File: src/core/ncoc_pkg.sv
// Package with register layout, reset values and carrier types of the block.
package ncoc_pkg;

	// ********************************************************
	// Register map and field layout
	// ********************************************************
	localparam logic [3:0] NCOC_CTRL_OFS = 4'h0;
	localparam logic [3:0] NCOC_PW_OFS = 4'h4;
	localparam int NCOC_EN_BIT = 7;
	localparam int NCOC_LVL_BIT = 5;
	localparam int NCOC_INV_BIT = 4;
	localparam int NCOC_PFM_BIT = 0;
	localparam logic [7:0] NCOC_CTRL_RST = 8'h00;
	localparam logic [2:0] NCOC_PW_RST = 3'h0;
	localparam logic [31:0] NCOC_UNMAPPED_RD = 32'h0000_0000;

	// Control fields as seen by the oscillator datapath.
	typedef struct packed {
		logic enable;
		logic invert;
		logic pfm;
		logic [2:0] pulse_width;
	} ncoc_ctrl_s;

	// Avalon-MM request from the bus master.
	typedef struct packed {
		logic [3:0] address;
		logic read;
		logic write;
		logic [31:0] writedata;
		logic [3:0] byteenable;
	} ncoc_av_req_s;

endpackage : ncoc_pkg

File: src/core/ncoc_ctrl_regs.sv
// Control register bank with Avalon-MM slave and oscillator output stage.
//
// Our own choices: the register offsets and the Avalon-MM interface to the registers.
`timescale 1ns/1ps
// Summary of operation
// - Top bit enables oscillator, readable and writable
// - Bit five reads live output, ignores writes
// - Polarity bit four inverts final output
// - Bits six, three to one read zero
// - Mode bit set selects pulse frequency
// - Any reset clears all control bits
// - Pulse active after carry, for selected periods
// - Polarity change raises interrupt when enabled
module ncoc_ctrl_regs
	import ncoc_pkg::*;
(
	input wire logic clk,
	input wire logic rst,
	input wire logic [3:0] avs_address,
	input wire logic avs_read,
	input wire logic avs_write,
	input wire logic [31:0] avs_writedata,
	input wire logic [3:0] avs_byteenable,
	output logic [31:0] avs_readdata,
	output logic avs_waitrequest,
	input wire logic accumulator_carry_out,
	output logic osc_out,
	output logic polarity_change_pulse
);

	// ********************************************************
	// Bus request decode
	// ********************************************************
	ncoc_av_req_s req;
	logic ack_r;
	logic [31:0] rdata_r;
	logic osc_enable_r;
	logic osc_output_invert_r;
	logic pulse_freq_mode_select_r;
	logic [2:0] pulse_width_r;
	logic pol_evt_r;
	ncoc_ctrl_s ctrl;
	logic osc_output_level;

	assign req = '{avs_address, avs_read, avs_write, avs_writedata,
		avs_byteenable};

	// Requests are answered one cycle after they appear.
	wire logic req_live = (req.read | req.write) & ~ack_r;
	wire logic wr_take = req.write & ack_r;
	wire logic hit_ctrl = (req.address == NCOC_CTRL_OFS);
	wire logic hit_pw = (req.address == NCOC_PW_OFS);
	wire logic wr_ctrl = wr_take & hit_ctrl & req.byteenable[0];
	wire logic wr_pw = wr_take & hit_pw & req.byteenable[0];
	wire logic new_pol = req.writedata[NCOC_INV_BIT];

	// Read view of the control register; unused bits fixed at zero.
	wire logic [7:0] ctrl_view = {osc_enable_r, 1'b0,
		osc_output_level, osc_output_invert_r, 3'b000,
		pulse_freq_mode_select_r};

	// Read multiplexer with zero for unmapped addresses.
	wire logic [31:0] rd_mux = hit_ctrl ? {24'h00_0000, ctrl_view} :
		hit_pw ? {29'h0000_0000, pulse_width_r} : NCOC_UNMAPPED_RD;

	// ********************************************************
	// Bus handshake
	// ********************************************************
	// Wait is released in the cycle after a request is seen.
	always_ff @(posedge clk or posedge rst) begin
		if (rst) begin
			ack_r <= 1'b0;
			rdata_r <= 32'h0000_0000;
		end else begin
			ack_r <= req_live;
			rdata_r <= req.read ? rd_mux : rdata_r;
		end
	end

	assign avs_waitrequest = (req.read | req.write) & ~ack_r;
	assign avs_readdata = rdata_r;

	// ********************************************************
	// Control register
	// ********************************************************
	// Writable fields; reset clears all of them.
	always_ff @(posedge clk or posedge rst) begin
		if (rst) begin
			osc_enable_r <= NCOC_CTRL_RST[NCOC_EN_BIT];
			osc_output_invert_r <= NCOC_CTRL_RST[NCOC_INV_BIT];
			pulse_freq_mode_select_r <= NCOC_CTRL_RST[NCOC_PFM_BIT];
			pulse_width_r <= NCOC_PW_RST;
		end else begin
			if (wr_ctrl) begin
				osc_enable_r <= req.writedata[NCOC_EN_BIT];
				osc_output_invert_r <= new_pol;
				pulse_freq_mode_select_r <= req.writedata[NCOC_PFM_BIT];
			end
			if (wr_pw)
				pulse_width_r <= req.writedata[2:0];
		end
	end

	// Polarity change while enabled flags an output transition.
	always_ff @(posedge clk or posedge rst) begin
		if (rst)
			pol_evt_r <= 1'b0;
		else
			pol_evt_r <= wr_ctrl & osc_enable_r &
				(new_pol != osc_output_invert_r);
	end
	assign polarity_change_pulse = pol_evt_r;

	// ********************************************************
	// Oscillator output stage
	// ********************************************************
	assign ctrl = '{osc_enable_r, osc_output_invert_r,
		pulse_freq_mode_select_r, pulse_width_r};

	ncoc_output_stage u_stage (
		.clk(clk),
		.rst(rst),
		.ctrl(ctrl),
		.accumulator_carry_out(accumulator_carry_out),
		.osc_out(osc_output_level)
	);

	assign osc_out = osc_output_level;

	// ********************************************************
	// Checks
	// ********************************************************
	// Pulse tracking for the checks: edges since the last carry and the
	// width loaded with it. A control write stops the tracking, since a
	// mode or polarity change in mid-pulse leaves no clean pulse to time.
	logic [3:0] pulse_age_r;
	logic [2:0] pw_snap_r;
	wire logic pfm_on = osc_enable_r & pulse_freq_mode_select_r;
	wire logic [3:0] pw_len = {1'b0, pw_snap_r} + 4'h1;

	// Age counter saturates so that a long idle gap cannot wrap it.
	always_ff @(posedge clk or posedge rst) begin
		if (rst) begin
			pulse_age_r <= 4'h0;
			pw_snap_r <= 3'h0;
		end else if (wr_ctrl) begin
			pulse_age_r <= 4'h0;
		end else if (accumulator_carry_out) begin
			pulse_age_r <= 4'h1;
			pw_snap_r <= pulse_width_r;
		end else if (pulse_age_r != 4'h0 && pulse_age_r != 4'hf) begin
			pulse_age_r <= pulse_age_r + 4'h1;
		end
	end
endmodule : ncoc_ctrl_regs

File: src/core/ncoc_output_stage.sv
// Output shaping stage: toggle or pulse stretch, then polarity.
`timescale 1ns/1ps
module ncoc_output_stage
	import ncoc_pkg::*;
(
	input wire logic clk,
	input wire logic rst,
	input wire ncoc_ctrl_s ctrl,
	input wire logic accumulator_carry_out,
	output logic osc_out
);

	// ********************************************************
	// Raw output state
	// ********************************************************
	logic raw_r;
	logic raw_nxt;
	logic [3:0] cnt_r;
	logic [3:0] cnt_nxt;
	wire logic [3:0] width = {1'b0, ctrl.pulse_width} + 4'h1;

	// Toggle on carry, or hold active for pw+1 periods after carry.
	always_comb begin
		raw_nxt = raw_r;
		cnt_nxt = cnt_r;
		if (!ctrl.enable) begin
			raw_nxt = 1'b0;
			cnt_nxt = 4'h0;
		end else if (!ctrl.pfm) begin
			if (accumulator_carry_out)
				raw_nxt = ~raw_r;
		end else if (accumulator_carry_out) begin
			raw_nxt = 1'b1;
			cnt_nxt = width;
		end else if (cnt_r > 4'h1) begin
			cnt_nxt = cnt_r - 4'h1;
		end else begin
			raw_nxt = 1'b0;
			cnt_nxt = 4'h0;
		end
	end

	// State registers, cleared on reset.
	always_ff @(posedge clk or posedge rst) begin
		if (rst) begin
			raw_r <= 1'b0;
			cnt_r <= 4'h0;
		end else begin
			raw_r <= raw_nxt;
			cnt_r <= cnt_nxt;
		end
	end

	// Final polarity stage.
	assign osc_out = raw_r ^ ctrl.invert;

endmodule : ncoc_output_stage

File: config.mk
export PLATFORM = sky130hd
export DESIGN_NAME = ncoc_ctrl_regs
export DESIGN_NICKNAME = d
export VERILOG_FILES = /design/src/core/ncoc_pkg.sv /design/src/core/ncoc_ctrl_regs.sv /design/src/core/ncoc_output_stage.sv
export SDC_FILE = /design/constraint.sdc
export NUM_CORES = 1
export LEC_CHECK = 0
export BUFFER_PORTS_ARGS = -buffer_cell sky130_fd_sc_hd__buf_4
export CAP_MARGIN = 20
export CORE_MARGIN = 2
export CORE_UTILIZATION = 40
export DETAILED_ROUTE_END_ITERATION = 7
export HOLD_SLACK_MARGIN = 0.05
export PLACE_DENSITY = 0.87
export SYNTH_ARGS = -nofsm -noshare
export SYNTH_HDL_FRONTEND = slang
export SYNTH_SLANG_ARGS = --single-unit
File: constraint.sdc
create_clock -name clk -period 1.6 [get_ports clk]
set_input_delay 0.24 -clock clk [delete_from_list [all_inputs] [get_ports clk]]
set_output_delay 0.24 -clock clk [all_outputs]
set_load 0.02 [all_outputs]
; Yosys cells after proc, flatten, opt, wreduce, memory -nomap -nowiden
; Cells that the tools add are included.
[word_totals]
in_bits = 45
mem_count = 0
romBits = 0
regBits = 45
ramBits = 0
latchBits = 0
[op_classes]
n_div = 0
n_shift = 0
muxes = 11
n_reduce_logical = 2
addsub = 2
n_lt_le_gt_ge = 1
n_eq_ne = 5
n_bitwise = 12
multipliers = 0
[op_table]
columns = cell, count
row1 = 2-to-1 mux 4 bit, 4
row2 = bitwise AND 1 bit, 8
row3 = 2-to-1 mux 8 bit, 1
row4 = 2-to-1 mux 1 bit, 5
row5 = adder 3 x 1 -> 4 bit (second input constant), 1
row6 = == test 4 x 3 -> 1 bit (second input constant), 1
row7 = greater-than comparator 4 x 1 -> 1 bit (second input constant), 1
row8 = logical NOT 4 bit, 1
row9 = subtractor 4 x 1 -> 4 bit (second input constant), 1
row10 = 2-to-1 mux 3 bit, 1
row11 = != test 3 x 2 -> 1 bit (second input constant), 1
row12 = != test 3 bit (second input constant), 1
row13 = != test 2 x 1 -> 1 bit (second input constant), 1
row14 = NOT 1 bit, 2
row15 = AND reduction 2 bit, 1
row16 = != test 1 bit, 1
row17 = bitwise OR 1 bit, 1
row18 = bitwise XOR 1 bit, 1

; Logic depth before layout (Yosys ltp)
[depth]
depth_word = 5
depth_mapped = 5
depth_no_buf = 5

; Hierarchy
; Synthesis repeated with hierarchy kept, for this count alone.
[unflattened]
cells_unflattened = 119
area_unflattened_um2 = 1179.9
[by_module_without_submodules]
columns = mod, area_per_inst_um2, cells_each, instances, seq_area_each_um2
row1 = ncoc_ctrl_regs, 797.0, 76, 1, 350.3
row2 = ncoc_output_stage, 382.9, 43, 1, 125.1

; Worst setup path before layout
; No wires, ideal clock.
[synth_path]
kind = in2reg
start = input port avs_address[3]
end = register pulse_width_r[0]
setup_slack_ns = 0.221
arrival_time_ns = 1.255
n_path_buf = 0
stages = 3
setup_time_ns = 0.125
required_ns = 1.475
cell_sequence = or4b_4 -> nor2_4 -> mux2_2
[synth_between]
elab_chain_len = 3
[synth_rtl]
columns = item, line_no
row1 = from (decl), ncoc_ctrl_regs.sv:19  ; input wire logic [3:0] avs_address,
row2 = == test 4 x 3 -> 1 bit, ncoc_ctrl_regs.sv:52  ; wire logic hit_pw = (req.address == NCOC_PW_OFS);
row3 = bitwise AND 1 bit (2 in a row), ncoc_ctrl_regs.sv:54  ; wire logic wr_pw = wr_take & hit_pw & req.byteenable[0];
row4 = to (signal assigned), ncoc_ctrl_regs.sv:100  ; pulse_width_r <= req.writedata[2:0];
row5 = to (decl), ncoc_ctrl_regs.sv:40  ; logic [2:0] pulse_width_r;
; No other way between the ends.
; A chain may end at the register's enable or synchronous reset.

; Worst setup path in the final report
[layout_path]
start = register u_stage.cnt_r[0]
end = register u_stage.raw_r
[layout_between]
elab_chain_len = 3
[layout_rtl]
columns = item, line_no
row1 = from (decl), ncoc_output_stage.sv:18  ; logic [3:0] cnt_r;
row2 = from (signal assigned), ncoc_output_stage.sv:50  ; cnt_r <= cnt_nxt;
row3 = greater-than comparator 4 x 1 -> 1 bit, ncoc_output_stage.sv:35  ; end else if (cnt_r > 4'h1) begin
row4 = != test 3 bit (no source line), --
row5 = AND reduction 2 bit (no source line), --
row6 = to (signal assigned), ncoc_output_stage.sv:49  ; raw_r <= raw_nxt;
row7 = to (decl), ncoc_output_stage.sv:16  ; logic raw_r;
; No other way between the ends.

==> results by stage <==
Die:
- The placeable core area is 2760 sq um.
- The starting density of the core is 42.0%.
- The top-level port count is 80.
- The die covers 3340 sq um.
- The die is 57.8 um tall.
- After floorplanning, the core was divided into 19 placement rows.
- In this run the horizontal extent of the chip is 57.8 um.

STA:
- Setup violations remaining at the end of the flow were counted as 0.
- The worst-case clock skew is 0.00732 ns.
- The count of final hold-check violations is 0.
- The achievable clock frequency is 708 MHz.
- Setup repair after global routing left no endpoint under its margin.
- The final critical delay including setup and external delays is 1.41 ns.
- The final number of max-transition violations was 0.
- After routing, the total negative slack on setup checks comes to 0 ns.
- The post-route worst setup slack is 0.187 ns.
- The ratio of final minimum period to clock period is 88.3%.

Clock tree:
- The clock sink count is 19.
- The clock root buffer is clkbuf_4.
- The longest clock path from root to sink contains 2 buffers.
- The number of buffers added for setup after CTS is 0.
- TritonCTS built the clock tree.
- The number of buffers added to fix hold violations after cts is 1.
- The number of gates resized after CTS is 0.
- At the later pin of the worst-skew pair, clock insertion delay measures 0.30 ns.
- CTS built an H-tree with a depth of 1.
- The clock-pin transition on the worst setup and hold timing paths is 0.11 ns.
- The TritonCTS buffer count is 3.

Synth:
- The flip-flop and latch count after synthesis is 19.
- Summing the areas of all and, or, nand and nor instances in the mapped netlist gives 15.4% of the synthesized area.
- The total standard cell area after synthesis is 1160 sq um.
- The post-synthesis sequential area ratio is 41.0%.
- The warning count from the yosys run is 0.
- After synthesis, the largest family of logic cells by area is buffers and inverters.
- The post-synthesis mux area share is 6.70%.
- The compound-gate portion of the synthesized area is 9.61%.
- Yosys mapped a number of flops with a built-in enable equal to 0.
- The share of synthesized cell area in full adder, half adder and majority cells is 3.24%.
- Summing the areas of all xor and xnor instances in the mapped netlist gives 2.27% of the synthesized area.
- Synthesis instantiated 32 different standard cells from the library.
- The number of instances in the synthesized netlist is 121.
- The proportion of synthesized flip-flops having asynchronous set or reset is 100%.
- The prevailing post-synth register cell is dfrtp_1.
- Averaged over all synthesized cells, the footprint is 9.58 sq um.

Power:
- Dividing total power by cell area gives a power density of 772 nW/um^2.
- The switching fraction of total power is 31.9%.
- In this run, the clock network consumes 23.2% of the power.
- The internal power of the cells is 695 uW.
- The static leakage power is 0.667 nW.
- Sequential cells burn 54.1% of the power.
- Combinational logic is responsible for 22.7% of the overall power.
- The maximum VDD drop is 0.775 mV.
- Summed over all nets, the switching power comes to 325 uW.

Placement:
- The wire-length estimate of the detail-placed layout is 1570 um.
- The placement-stage worst setup slack is 0.0436 ns.
- The number of port buffers is 23.
- The final weighted congestion in routability-driven placement is 0.914.

Detailed routing:
- The number of DRC violations after detailed-routing iteration 0 is 10.
- After detailed routing, the average wire length per cell comes to 10.8 um.
- In the routed layout, each cell is associated on average with a via count of 4.74.
- The first detailed-routing pass took 4 iterations.
- The vias after detailed routing is 853.
- The DRC violation count after routing is 0.
- The final wirelength is 1940 um.
- Once detail routing completed, the nets flagged for antenna violations numbered 0.

Min path:
- The tightest min-delay check is of the in -> reg type.

Worst setup path:
- Data on the critical path is required at its endpoint by 1.80 ns.
- The launch instance of the worst register-to-register path is u_stage.cnt_r[0].
- The critical path data arrival time is 1.61 ns.
- STA classifies the critical path endpoint as a flip-flop.
- The largest single stage delay on the critical path is 0.41 ns.
- In this run the critical register-to-register path is captured at u_stage.raw_r.
- The type of origin of the critical path is a flip-flop.
- The highest-delay cell along the critical path is dfrtp_1.
- The end point of the critical path is u_stage.raw_r.
- The critical path starts at u_stage.cnt_r[0].
- The path depth of the worst reg2reg path is 5.
- Traced cell by cell, the critical path runs through inv_1 -> ha_1 -> nor2_1 -> o31ai_1 -> a221oi_1.
- The type of the setup path with the least slack is reg -> reg.
- The instance count on the critical path is 5.
- The kind of cell adding the most delay to the critical path is flip-flops.
- Counting both buffers and inverters, the worst setup path holds a total of 1.
- For flop-to-flop paths, the worst setup slack is 0.19 ns.
- In this run the worst path has a maximum fanout of 4.

Run:
- The max-capacitance violation count is 0.

Run status:
- The run finished with clean final reports.

Final layout:
- Cells fill 47.9% of the core in the end.
- The share of final-layout standard cells stronger than drive strength 1 is 26.8%.
- The number of antenna diodes is 0.
- The top cell types in the final layout, fill and taps aside, are conb_1 (26), buf_4 (26), dfrtp_1 (19).
- The area growth from synthesis to layout is 14.0%.
- The net count of the finished layout is 198.

Global routing:
- In the global route stage, overall resource usage came out at 12.8%.
- The first global-routing pass estimated 3340 um of wire.
- The via count of the first global-routing pass is 824.
- The initial antenna violation count is 0.
- Entering global routing, the biggest net connects 20 pins.
- For this run the aggregate overflow at the end of global routing stands at 0.
==> Yosys cell counts, types with 3 or more instances <==
cell type  number  area, sq um
a31oi_1         4         25.0
buf_4          26          195
dfrtp_1        19          475
ha_1            3         37.5
inv_1          12         45.0
mux2_2          6         67.6
nand2_1         4         15.0
nand3_1         6         30.0
nor2_1          6         22.5
nor3_1          3         15.0
o21ai_0         5         25.0
xor2_1          3         26.3
==> how the worst min path moves through the flow <==
stage,cells past startpoint,startpoint,endpoint
2_1_floorplan,1,rst,ack_r
3_3_place_gp,3,rst,polarity_change_pulse
3_5_place_dp,3,rst,u_stage.raw_r
4_1_cts,2,avs_writedata[1],pulse_width_r[1]
5_1_grt,2,avs_writedata[1],pulse_width_r[1]
6_report,2,avs_writedata[1],pulse_width_r[1]
==> power by group through the flow <==
stage	Clock (mW)	Sequential, mW	Combinational, mW
floorplan	0	0.549	0.212
global placement	0	0.560	0.226
global route	0.273	0.558	0.256
detailed placement	0	0.562	0.231
finish	0.237	0.552	0.231
CTS	0.248	0.553	0.233
==> flip-flops by register name, summed over array words and instances (netlist names) <==
signal                    cells
osc_output_invert_r           1
pulse_freq_mode_select_r      1
polarity_change_pulse         1
ack_r                         1
avs_readdata                  6
osc_enable_r                  1
u_stage.cnt_r                 4
pulse_width_r                 3
u_stage.raw_r                 1
==> per-stage QoR <==
step	area, sq um	hold slack [ns]	power [mW]	instances
after global routing	1320	0.157	1.09	180
after global placement	1280	0.283	0.786	175
final	1320	0.164	1.02	180
after detailed placement	1280	0.281	0.793	175
after floorplan	1250	0.191	0.761	146
after CTS	1320	0.158	1.03	180
==> layer usage <==
metal,wire (um),track usage [%],vias up
met2,949,22.9,32
met5,0,0,-
met3,131,4.24,0
met1,855,15.1,405
met4,0,2.33,0
li1,-,-,416
==> layout make-up <==
class / instances / area, sq um
clock buffer: 3 / 22.5
multi-input combinational: 87 / 529
inverter: 12 / 45.0
timing repair buffer: 27 / 205
clock inverter: 1 / 5.00
fill: 265 / 1440
sequential: 19 / 475
tap: 31 / 38.8
==> logic make-up (layout without fill, tap and decap cells) <==
kind of cell / after synthesis / after routing
multiplexers: 7 / 7
AND/OR/NAND/NOR: 31 / 31
other: 1 / 26
AO/OA/AOI/OAI: 17 / 17
buffers and inverters: 40 / 43
flip-flops: 19 / 19
XOR/XNOR: 3 / 3
adder cells (fa/ha/maj): 3 / 3
Power figures use the tool's default switching activity.
